<file path="config.mk">
export PLATFORM = sky130hd
export DESIGN_NAME = pmu_pin_monitor_led_regs
export DESIGN_NICKNAME = d
export VERILOG_FILES = /design/src/logic/pin_debounce.v /design/src/logic/pmu_pin_monitor_led_regs.v
export VERILOG_INCLUDE_DIRS = /design/src /design/src/inc
export SDC_FILE = /design/constraint.sdc
export NUM_CORES = 1
export LEC_CHECK = 0
export ABC_AREA = 0
export BUFFER_PORTS_ARGS = -buffer_cell sky130_fd_sc_hd__buf_2
export CAP_MARGIN = 20
export CORE_UTILIZATION = 45
export CTS_BUF_LIST = sky130_fd_sc_hd__clkbuf_8
export DETAILED_ROUTE_END_ITERATION = 8
export PLACE_DENSITY_LB_ADDON = 0.1
export SLEW_MARGIN = 10
export SYNTH_ARGS = -nofsm -noshare
export SYNTH_HDL_FRONTEND = slang
export SYNTH_SLANG_ARGS = --single-unit
</file>
<file path="constraint.sdc">
create_clock -name core_clk -period 5.14 [get_ports core_clk]
set_clock_uncertainty 0.15 [all_clocks]
set_input_delay 0.257 -clock core_clk [delete_from_list [all_inputs] [get_ports core_clk]]
set_output_delay 0.257 -clock core_clk [all_outputs]
set_load 0.02 [all_outputs]
</file>
<file path="src/inc/pmu_regs_consts.vh">
`ifndef PMU_REGS_CONSTS_VH
`define PMU_REGS_CONSTS_VH

// ----------------------------------------------------------------
// register indexes (byte address is four times the index)
// ----------------------------------------------------------------
`define ADDR_W 12
`define IDX_PIN_CFG 10'h045
`define IDX_MON_CTRL 10'h046
`define IDX_LED_CURRENT 10'h047
`define IDX_LED_INTERVAL 10'h048
`define IDX_IRQ_STATUS 10'h050
`define IDX_IRQ_MASK 10'h051

// ----------------------------------------------------------------
// field positions
// ----------------------------------------------------------------
`define PIN_SLEEP_BIT 7
`define PIN_SRC_BIT 6
`define PIN_OD_BIT 5
`define PIN_DEB_BIT 4
`define PIN_PD_BIT 3
`define PIN_DIR_BIT 2
`define PIN_STS_BIT 1
`define PIN_SET_BIT 0
`define MON_DELAY_HI 6
`define MON_DELAY_LO 5
`define MON_MASK_BIT 4
`define MON_GOOD_BIT 3
`define MON_SEL_HI 1
`define MON_SEL_LO 0
`define LED_RAMP_BIT 5
`define LED_CUR_HI 3
`define LED_CUR_LO 0
`define LED_INT_HI 6
`define LED_INT_LO 0
`define IRQ_W 2
`define IRQ_SUPPLY_FALL 0
`define IRQ_PIN_CHANGE 1

// ----------------------------------------------------------------
// writable masks and reset values
// ----------------------------------------------------------------
`define PIN_CFG_WMASK 8'hFD
`define MON_CTRL_WMASK 8'h73
`define LED_CUR_WMASK 8'h2F
`define LED_INT_WMASK 8'h7F
`define REG_RESET 8'h00
`define IRQ_RESET 2'h0

// ----------------------------------------------------------------
// codes
// ----------------------------------------------------------------
`define DELAY_NONE 2'h0
`define DELAY_50 2'h1
`define DELAY_100 2'h2
`define RESP_OKAY 2'h0
`define RESP_DECERR 2'h3

// ----------------------------------------------------------------
// timing; counts hold only for the 40 ns clock
// ----------------------------------------------------------------
`define LED_STEP_MS 64
`define DEB_SHORT_CYC 12'h92E
`define DEB_LONG_CYC 12'hF3C
`define MON_50_CYC 13'h4E2
`define MON_100_CYC 13'h9C4
`define MON_250_CYC 13'h186A
`define DEB_CNT_W 12
`define MON_CNT_W 13

`endif

</file>
<file path="src/logic/pin_debounce.v">
`timescale 1ns/10ps
`include "pmu_regs_consts.vh"

module pin_debounce (
    input wire core_clk,   // system clock
    input wire nrst,       // async reset, active low
    input wire sample_in,  // raw pad level
    input wire long_sel,   // 0 short window, 1 long window
    output reg level_q     // debounced level
);

    localparam [`DEB_CNT_W-1:0] SHORT_LIM = `DEB_SHORT_CYC;
    localparam [`DEB_CNT_W-1:0] LONG_LIM = `DEB_LONG_CYC;

    reg [`DEB_CNT_W-1:0] cnt_q;
    wire [`DEB_CNT_W-1:0] limit = long_sel ? LONG_LIM : SHORT_LIM;

    // ----------------------------------------------------------------
    // stability counter
    // ----------------------------------------------------------------
    // any bounce restarts the window, so a level must hold the full time
    always @(posedge core_clk or negedge nrst) begin
        if (!nrst) begin
            cnt_q <= {`DEB_CNT_W{1'b0}};
            level_q <= 1'b0;
        end else if (sample_in == level_q) begin
            cnt_q <= {`DEB_CNT_W{1'b0}};
        end else if (cnt_q >= limit - 1'b1) begin
            cnt_q <= {`DEB_CNT_W{1'b0}};
            level_q <= sample_in;
        end else begin
            cnt_q <= cnt_q + 1'b1;
        end
    end

endmodule

</file>
<file path="src/logic/pmu_pin_monitor_led_regs.v">
// What this block does
// - sleep override bit forces an output pin low while in sleep
// - source select: 0 drives software value, 1 drives third LED output
// - drive type: 0 push-pull, 1 open-drain
// - pin input debounced for 94 us or 156 us by select bit
// - pulldown control bit enables the pad pulldown when set
// - direction bit: 0 input, 1 output
// - pin level status reads the live pad level, no reset value
// - software value bit sets the driven pin level
// - delay field delays only supply-good falling edge: 0/50/100/250 us
// - switch-off mask makes a low monitor result a switch-off event
// - supply-good status reads 0 below threshold, 1 above
// - threshold select code is passed to the battery comparator
// - reserved bits ignore writes and read zero
// - LED current register: ramp enable bit 5, current code bits 3-0
// - first interval field, 7 bits, steps of 64 ms, reset zero
// - all registers reset on power-on; factory fields load from OTP
//
// Implementation choice: the AXI4-Lite interface to the registers.
`timescale 1ns/10ps
`include "pmu_regs_consts.vh"

module pmu_pin_monitor_led_regs #(
    parameter MON_250_CYCLES = `MON_250_CYC
) (
    input wire core_clk,                     // system clock, 25 MHz
    input wire nrst,                         // async reset, active low
    input wire awvalid,                      // write address valid
    output reg awready,                      // write address ready
    input wire [`ADDR_W-1:0] awaddr,         // write byte address
    input wire wvalid,                       // write data valid
    output reg wready,                       // write data ready
    input wire [31:0] wdata,                 // write data
    input wire [3:0] wstrb,                  // write byte enables
    output reg bvalid,                       // write response valid
    input wire bready,                       // write response ready
    output reg [1:0] bresp,                  // write response code
    input wire arvalid,                      // read address valid
    output reg arready,                      // read address ready
    input wire [`ADDR_W-1:0] araddr,         // read byte address
    output reg rvalid,                       // read data valid
    input wire rready,                       // read data ready
    output reg [31:0] rdata,                 // read data
    output reg [1:0] rresp,                  // read response code
    input wire [7:0] otp_pin_cfg,            // factory pin config
    input wire [7:0] otp_mon_ctrl,           // factory monitor config
    input wire sleep_state,                  // device in sleep
    input wire pin_in,                       // pad level sensed
    output reg pin_out,                      // pad drive value
    output reg pin_oe_n,                     // pad output enable, low drives
    output reg pin_pulldown_enable,          // pad pulldown on
    input wire led_third_driver_output,      // third LED driver signal
    input wire monitored_supply_input,       // comparator: 1 above threshold
    output reg supply_good_out,              // delayed supply good
    output reg monitor_switch_off_event,     // switch-off request
    output reg [1:0] monitor_threshold_select, // comparator threshold code
    output reg led_first_ramp_enable,        // LED A ramp enable
    output reg [3:0] led_first_current_code, // LED A current code
    output reg [6:0] led_first_interval_one, // LED A interval, 64 ms steps
    output reg irq                           // interrupt, active high level
);

    localparam [2:0] SEL_NONE = 3'h0;
    localparam [2:0] SEL_PIN = 3'h1;
    localparam [2:0] SEL_MON = 3'h2;
    localparam [2:0] SEL_LED_CUR = 3'h3;
    localparam [2:0] SEL_LED_INT = 3'h4;
    localparam [2:0] SEL_STATUS = 3'h5;
    localparam [2:0] SEL_MASK = 3'h6;
    localparam [`MON_CNT_W-1:0] LIM_50 = `MON_50_CYC;
    localparam [`MON_CNT_W-1:0] LIM_100 = `MON_100_CYC;
    localparam [`MON_CNT_W-1:0] LIM_250 = MON_250_CYCLES[`MON_CNT_W-1:0];

    // ----------------------------------------------------------------
    // decode helpers
    // ----------------------------------------------------------------
    function [2:0] reg_decode;
        input [`ADDR_W-1:0] addr;
        begin
            case (addr)
                {`IDX_PIN_CFG, 2'b00}: reg_decode = SEL_PIN;
                {`IDX_MON_CTRL, 2'b00}: reg_decode = SEL_MON;
                {`IDX_LED_CURRENT, 2'b00}: reg_decode = SEL_LED_CUR;
                {`IDX_LED_INTERVAL, 2'b00}: reg_decode = SEL_LED_INT;
                {`IDX_IRQ_STATUS, 2'b00}: reg_decode = SEL_STATUS;
                {`IDX_IRQ_MASK, 2'b00}: reg_decode = SEL_MASK;
                default: reg_decode = SEL_NONE;
            endcase
        end
    endfunction

    function [7:0] merge;
        input [7:0] old_val;
        input [7:0] new_val;
        input [7:0] wmask;
        begin
            merge = (old_val & ~wmask) | (new_val & wmask);
        end
    endfunction

    // ----------------------------------------------------------------
    // state
    // ----------------------------------------------------------------
    reg [7:0] pin_cfg_q;
    reg [7:0] mon_ctrl_q;
    reg [7:0] led_cur_q;
    reg [7:0] led_int_q;
    reg [`IRQ_W-1:0] irq_status_q;
    reg [`IRQ_W-1:0] irq_mask_q;
    reg load_pending_q;
    reg aw_held_q;
    reg w_held_q;
    reg [`ADDR_W-1:0] awaddr_q;
    reg [7:0] wbyte_q;
    reg wlane_q;
    reg supply_prev_q;
    reg pin_stable_prev_q;
    reg [`MON_CNT_W-1:0] fall_cnt_q;
    wire pin_stable;

    wire write_fire = aw_held_q & w_held_q & ~bvalid;
    wire [2:0] wsel = reg_decode(awaddr_q);
    wire wen = write_fire & wlane_q;
    wire [2:0] rsel = reg_decode(araddr);

    // ----------------------------------------------------------------
    // pin input debounce
    // ----------------------------------------------------------------
    // debounce window select
    pin_debounce u_debounce (
        .core_clk(core_clk),
        .nrst(nrst),
        .sample_in(pin_in),
        .long_sel(pin_cfg_q[`PIN_DEB_BIT]),
        .level_q(pin_stable)
    );

    // ----------------------------------------------------------------
    // bus write channels
    // ----------------------------------------------------------------
    // address and data are latched separately so either may come first
    always @(posedge core_clk or negedge nrst) begin
        if (!nrst) begin
            awready <= 1'b1;
            wready <= 1'b1;
            aw_held_q <= 1'b0;
            w_held_q <= 1'b0;
            awaddr_q <= {`ADDR_W{1'b0}};
            wbyte_q <= `REG_RESET;
            wlane_q <= 1'b0;
            bvalid <= 1'b0;
            bresp <= `RESP_OKAY;
        end else begin
            if (awvalid && awready) begin
                aw_held_q <= 1'b1;
                awready <= 1'b0;
                awaddr_q <= awaddr;
            end
            if (wvalid && wready) begin
                w_held_q <= 1'b1;
                wready <= 1'b0;
                wbyte_q <= wdata[7:0];
                wlane_q <= wstrb[0];
            end
            // write answered once both halves are in
            if (write_fire) begin
                bvalid <= 1'b1;
                bresp <= (wsel == SEL_NONE) ? `RESP_DECERR : `RESP_OKAY;
            end
            if (bvalid && bready) begin
                bvalid <= 1'b0;
                aw_held_q <= 1'b0;
                w_held_q <= 1'b0;
                awready <= 1'b1;
                wready <= 1'b1;
            end
        end
    end

    // ----------------------------------------------------------------
    // bus read channel
    // ----------------------------------------------------------------
    reg [7:0] rbyte;
    always @* begin
        rbyte = 8'h00;
        case (rsel)
            SEL_PIN: rbyte = (pin_cfg_q & `PIN_CFG_WMASK)
                | ({7'h00, pin_in} << `PIN_STS_BIT);
            SEL_MON: rbyte = (mon_ctrl_q & `MON_CTRL_WMASK)
                | ({7'h00, monitored_supply_input} << `MON_GOOD_BIT);
            SEL_LED_CUR: rbyte = led_cur_q & `LED_CUR_WMASK;
            SEL_LED_INT: rbyte = led_int_q & `LED_INT_WMASK;
            SEL_STATUS: rbyte = {{(8-`IRQ_W){1'b0}}, irq_status_q};
            SEL_MASK: rbyte = {{(8-`IRQ_W){1'b0}}, irq_mask_q};
            default: rbyte = 8'h00;
        endcase
    end

    always @(posedge core_clk or negedge nrst) begin
        if (!nrst) begin
            arready <= 1'b1;
            rvalid <= 1'b0;
            rdata <= 32'h00000000;
            rresp <= `RESP_OKAY;
        end else begin
            if (arvalid && arready) begin
                arready <= 1'b0;
                rvalid <= 1'b1;
                // reserved bits and upper lanes read zero
                rdata <= {24'h000000, rbyte};
                rresp <= (rsel == SEL_NONE) ? `RESP_DECERR : `RESP_OKAY;
            end
            if (rvalid && rready) begin
                rvalid <= 1'b0;
                arready <= 1'b1;
            end
        end
    end

    // ----------------------------------------------------------------
    // register file
    // ----------------------------------------------------------------
    // factory values can't enter through async reset, so load one edge later
    wire [`IRQ_W-1:0] irq_set;
    assign irq_set[`IRQ_SUPPLY_FALL] = supply_prev_q & ~monitored_supply_input;
    assign irq_set[`IRQ_PIN_CHANGE] = pin_stable ^ pin_stable_prev_q;

    always @(posedge core_clk or negedge nrst) begin
        if (!nrst) begin
            pin_cfg_q <= `REG_RESET;
            mon_ctrl_q <= `REG_RESET;
            led_cur_q <= `REG_RESET;
            led_int_q <= `REG_RESET;
            irq_status_q <= `IRQ_RESET;
            irq_mask_q <= `IRQ_RESET;
            load_pending_q <= 1'b1;
        end else begin
            if (load_pending_q) begin
                pin_cfg_q <= otp_pin_cfg & `PIN_CFG_WMASK;
                mon_ctrl_q <= otp_mon_ctrl & `MON_CTRL_WMASK;
                load_pending_q <= 1'b0;
            end else if (wen) begin
                case (wsel)
                    SEL_PIN: pin_cfg_q <= merge(pin_cfg_q, wbyte_q, `PIN_CFG_WMASK);
                    SEL_MON: mon_ctrl_q <= merge(mon_ctrl_q, wbyte_q, `MON_CTRL_WMASK);
                    SEL_LED_CUR: led_cur_q <= merge(led_cur_q, wbyte_q, `LED_CUR_WMASK);
                    SEL_LED_INT: led_int_q <= merge(led_int_q, wbyte_q, `LED_INT_WMASK);
                    SEL_MASK: irq_mask_q <= wbyte_q[`IRQ_W-1:0];
                    default: led_int_q <= led_int_q;
                endcase
            end
            // new events win over a same-cycle write-one clear
            if (wen && wsel == SEL_STATUS)
                irq_status_q <= (irq_status_q & ~wbyte_q[`IRQ_W-1:0]) | irq_set;
            else
                irq_status_q <= irq_status_q | irq_set;
        end
    end

    // ----------------------------------------------------------------
    // supply monitor
    // ----------------------------------------------------------------
    reg [`MON_CNT_W-1:0] fall_limit;
    always @* begin
        case (mon_ctrl_q[`MON_DELAY_HI:`MON_DELAY_LO])
            `DELAY_NONE: fall_limit = {`MON_CNT_W{1'b0}};
            `DELAY_50: fall_limit = LIM_50;
            `DELAY_100: fall_limit = LIM_100;
            default: fall_limit = LIM_250;
        endcase
    end

    // rise passes at once; the fall waits the selected delay, so for a nonzero code the interrupt is seen first
    always @(posedge core_clk or negedge nrst) begin
        if (!nrst) begin
            supply_good_out <= 1'b0;
            fall_cnt_q <= {`MON_CNT_W{1'b0}};
            supply_prev_q <= 1'b0;
            monitor_switch_off_event <= 1'b0;
            monitor_threshold_select <= 2'h0;
        end else begin
            supply_prev_q <= monitored_supply_input;
            if (monitored_supply_input) begin
                supply_good_out <= 1'b1;
                fall_cnt_q <= {`MON_CNT_W{1'b0}};
            end else if (fall_cnt_q >= fall_limit) begin
                supply_good_out <= 1'b0;
            end else begin
                fall_cnt_q <= fall_cnt_q + 1'b1;
            end
            monitor_switch_off_event <= mon_ctrl_q[`MON_MASK_BIT] & ~monitored_supply_input;
            monitor_threshold_select <= mon_ctrl_q[`MON_SEL_HI:`MON_SEL_LO];
        end
    end

    // ----------------------------------------------------------------
    // pad drive
    // ----------------------------------------------------------------
    reg pin_value_d;
    reg pin_oe_n_d;
    always @* begin
        pin_value_d = pin_cfg_q[`PIN_SRC_BIT] ? led_third_driver_output
            : pin_cfg_q[`PIN_SET_BIT];
        if (pin_cfg_q[`PIN_SLEEP_BIT] && sleep_state)
            pin_value_d = 1'b0;
        // direction, open-drain drives only the low level
        pin_oe_n_d = ~pin_cfg_q[`PIN_DIR_BIT]
            | (pin_cfg_q[`PIN_OD_BIT] & pin_value_d);
    end

    always @(posedge core_clk or negedge nrst) begin
        if (!nrst) begin
            pin_out <= 1'b0;
            pin_oe_n <= 1'b1;
            pin_pulldown_enable <= 1'b0;
            pin_stable_prev_q <= 1'b0;
            led_first_ramp_enable <= 1'b0;
            led_first_current_code <= 4'h0;
            led_first_interval_one <= 7'h00;
            irq <= 1'b0;
        end else begin
            pin_out <= pin_value_d;
            pin_oe_n <= pin_oe_n_d;
            pin_pulldown_enable <= pin_cfg_q[`PIN_PD_BIT];
            pin_stable_prev_q <= pin_stable;
            led_first_ramp_enable <= led_cur_q[`LED_RAMP_BIT];
            led_first_current_code <= led_cur_q[`LED_CUR_HI:`LED_CUR_LO];
            led_first_interval_one <= led_int_q[`LED_INT_HI:`LED_INT_LO];
            irq <= |(irq_status_q & irq_mask_q);
        end
    end

endmodule

</file>
==> load_flow_metrics.sql <==
INSERT INTO impl_metrics (metric_group, metric, value, unit) VALUES
('placement', 'placement_cell_area', '0.00616', 'sq mm'),
('worst_hold_path', 'hold_path_class', 'input pin to flip-flop', ''),
('layout', 'nets', '765', ''),
('worst_setup_path', 'worst_setup_path_end_kind', 'flip-flop', ''),
('sta', 'timing.final.setup_violations', '0', ''),
('floorplanning', 'fp.dieArea', '0.0130', 'sq mm'),
('floorplanning', 'die_width', '114', 'um'),
('clocking', 'clockBufferDepth', '2', ''),
('floorplanning', 'ios', '148', ''),
('detailed_routing', 'wl_per_cell', '15.0', 'um'),
('clocking', 'tritoncts_num_sinks', '115', ''),
('sta', 'grt_setup_unrepaired', 'no', ''),
('worst_setup_path', 'timing.critical_path.cells', 'inv_1, ha_1, inv_1, ha_1, a2111oi_0, o21ai_0, nor3_1, o21ai_1, buf_4, or4_1, a21oi_1', ''),
('detailed_routing', 'routed_via_density', '5.09', ''),
('synth', 'number_of_library_cell_types_mapped_by_synthesis', '55', ''),
('layout', 'final_cell_mix', '110 x dfrtp_1, 91 x buf_2, 46 x nand2_1', ''),
('worst_setup_path', 'timing.critical_path.slowest_stage_cell', 'a2111oi_0', ''),
('layout', 'syn_to_final_growth', '24.2', '%'),
('floorplanning', 'num_rows', '40', ''),
('sta', 'hold_violations', '0', ''),
('worst_hold_path', 'timing.hold.worst_endpoint', 'pin_out', ''),
('clocking', 'cts-htree-levels', '4', ''),
('synth', 'seq_area_frac_synth', '51.2', '%'),
('sta', 'layout_min_cycle_time', '3.42', 'ns'),
('sta', 'setup_ws', '1.72', 'ns'),
('worst_setup_path', 'r2r.worst_path.cells', '11', ''),
('worst_setup_path', 'critical_path.startpoint_type', 'flip-flop', ''),
('detailed_routing', 'drc_errors', '0', ''),
('synth', 'ys_ff_latch', '115', ''),
('synth', 'synth_top_area_share', '48.9', '%'),
('layout', 'filler_cell_count', '1061', ''),
('synth', 'synthesis.area_per_instance', '11.0', 'sq um'),
('detailed_routing', 'detail_route.wirelength', '12.6', 'mm'),
('clocking', 'clk_pin_slew', '0.07', 'ns'),
('global_routing', 'global_route.usage.total', '20.9', '%'),
('synth', 'synth_top_cell_by_area', 'dfrtp_1', ''),
('sta', 'final_layout_setup_total_negative_slack', '0', 'ns'),
('status', 'outcome', 'finished, final reports clean', ''),
('synth', 'synth_cells', '514', ''),
('floorplanning', 'vertical_die_dimension', '114', 'um'),
('synth', 'synth_ff_type', 'dfrtp_1', ''),
('worst_setup_path', 'crit-reg2reg-capture', 'fall_cnt_q[11]', ''),
('global_routing', 'antenna_found_initial', '0', ''),
('placement', 'place_worst_setup_slack', '1.73', 'ns'),
('layout', 'layout.cells.most_common', 'dfrtp_1', ''),
('layout', 'antenna_diode_count', '0', ''),
('run', 'max_cap_viol_count', '0', ''),
('worst_hold_path', 'whs_path_depth', '3', ''),
('worst_setup_path', 'delay_contributed_by_the_slowest_stage_of_the_critical_path', '0.54', 'ns'),
('placement', 'post-dp-hpwl', '8.83', 'mm'),
('worst_setup_path', 'timing.critical_path.arrival', '3.62', 'ns'),
('clocking', 'clock_latency_on_the_worst_skew_pair', '0.43', 'ns'),
('placement', 'io_buffer_count', '92', ''),
('clocking', 'cts_inserted_buffers', '17', ''),
('sta', 'slew_headroom', '38.2', '%'),
('layout', 'final_cell_area', '0.00700', 'sq mm'),
('detailed_routing', 'drt_iter0_drc', '202', ''),
('pwr', 'leakage_power_of_the_design', '3.35', 'nW'),
('global_routing', 'first_global_vias', '4088', ''),
('placement', 'weighted_congestion_at_the_end_of_routability_driven_global_placement', '0.828', ''),
('synth', 'number_of_flops_mapped_to_enable_cells_by_yosys', '0', ''),
('worst_setup_path', 'critical_path_required', '5.34', 'ns'),
('clocking', 'clock-root-buffer', 'clkbuf_8', ''),
('synth', 'ys.warnings.count', '0', ''),
('clocking', 'cts_hold_buffers', '45', ''),
('global_routing', 'grt_max_degree', '75', ''),
('global_routing', 'global_route.overflow_total', '0', ''),
('worst_setup_path', 'ff2ff_setup_slack', '1.72', 'ns'),
('detailed_routing', 'ant_nets', '0', ''),
('floorplanning', 'initial_utilization', '46.5', '%'),
('layout', 'final_layout_size_suffix_gt1_share', '26.9', '%');
[area by class of cell]
cell class / count / area, sq um / area share (%)
Clock buffer: 18 / 248 / 3.54
Clock inverter: 14 / 140 / 2.00
Inverter: 23 / 86.3 / 1.23
Multi-Input combinational cell: 361 / 2500 / 35.7
Sequential cell: 115 / 2880 / 41.2
Tap cell: 168 / 210 / 3.00
Timing Repair Buffer: 139 / 928 / 13.3
[how the worst max path moves through the flow]
stage                endpoint  cells after the start  slack [ns]     startpoint
6_report       fall_cnt_q[11]                     11        1.72  mon_ctrl_q[5]
3_5_place_dp    fall_cnt_q[6]                     11        1.73  mon_ctrl_q[5]
3_3_place_gp   fall_cnt_q[11]                     11        1.84  mon_ctrl_q[5]
4_1_cts        fall_cnt_q[11]                     11        1.71  mon_ctrl_q[5]
5_1_grt        fall_cnt_q[11]                     11        1.34  mon_ctrl_q[5]
2_1_floorplan  fall_cnt_q[10]                     12        2.38  mon_ctrl_q[5]
[power breakdown]
part | switching (mW) | internal (mW) | leakage (nW) | total, mW
Sequential | 0.139 | 1.04 | 1.47 | 1.18
Combinational | 0.218 | 0.217 | 1.68 | 0.434
Clock | 0.383 | 0.441 | 0.198 | 0.823
[Yosys cell counts, types with 5 or more instances]
master	n
or3_1	11
xor2_1	9
clkbuf_1	10
o31ai_1	5
buf_4	26
mux2i_1	15
nor2b_1	5
o21a_1	5
nand2_1	46
dfrtp_1	110
or4_1	5
a21oi_1	18
nor2_1	24
o21ai_0	36
nor4_1	5
mux2_2	41
ha_1	21
a22oi_1	7
dfstp_2	5
inv_1	23
nand3_1	19
and3_1	10
[flip-flops by register name, indices dropped and copies added (netlist names), 2 cells and up]
register	flops
awaddr_q	12
fall_cnt_q	13
irq_mask_q	2
irq_status_q	2
led_cur_q	5
led_first_current_code	4
led_first_interval_one	7
led_int_q	7
mon_ctrl_q	5
monitor_threshold_select	2
pin_cfg_q	7
rdata	8
u_debounce.cnt_q	12
wbyte_q	8
[kinds of logic after synthesis]
kind of cell | Yosys count | share of synthesized area [%]
AND/OR/NAND/NOR | 151 | 14.3
flip-flops | 115 | 51.2
AO/OA/AOI/OAI | 95 | 10.8
buffers and inverters | 62 | 6.04
multiplexers | 56 | 10.9
adder cells (fa/ha/maj) | 21 | 4.66
XOR/XNOR | 13 | 2.02
other | 1 | 0.0666
[critical path: cells and delay by family, from the launching register on]
kind / cells / cell delay, ns
AO/OA/AOI/OAI: 4 / 1.13
AND/OR/NAND/NOR: 2 / 0.67
adder cells (fa/ha/maj): 2 / 0.47
flip-flops: 1 / 0.45
buffers and inverters: 3 / 0.45
[metal layers]
metal | GRT usage, % | wire length [um]
met5 | 0 | 0
met4 | 6.41 | 114
met3 | 5.69 | 493
met2 | 33.3 | 5930
met1 | 28.0 | 6040
[metrics by stage]
step,power (mW),instances,hold WS (ns)
after floorplan,1.46,538,-0.189
after global placement,1.57,761,0.221
after detailed placement,1.60,761,0.234
after CTS,2.46,838,0.0115
after global routing,2.57,838,0.00441
final,2.44,838,0.0433
(Power assumes the default switching activity.)
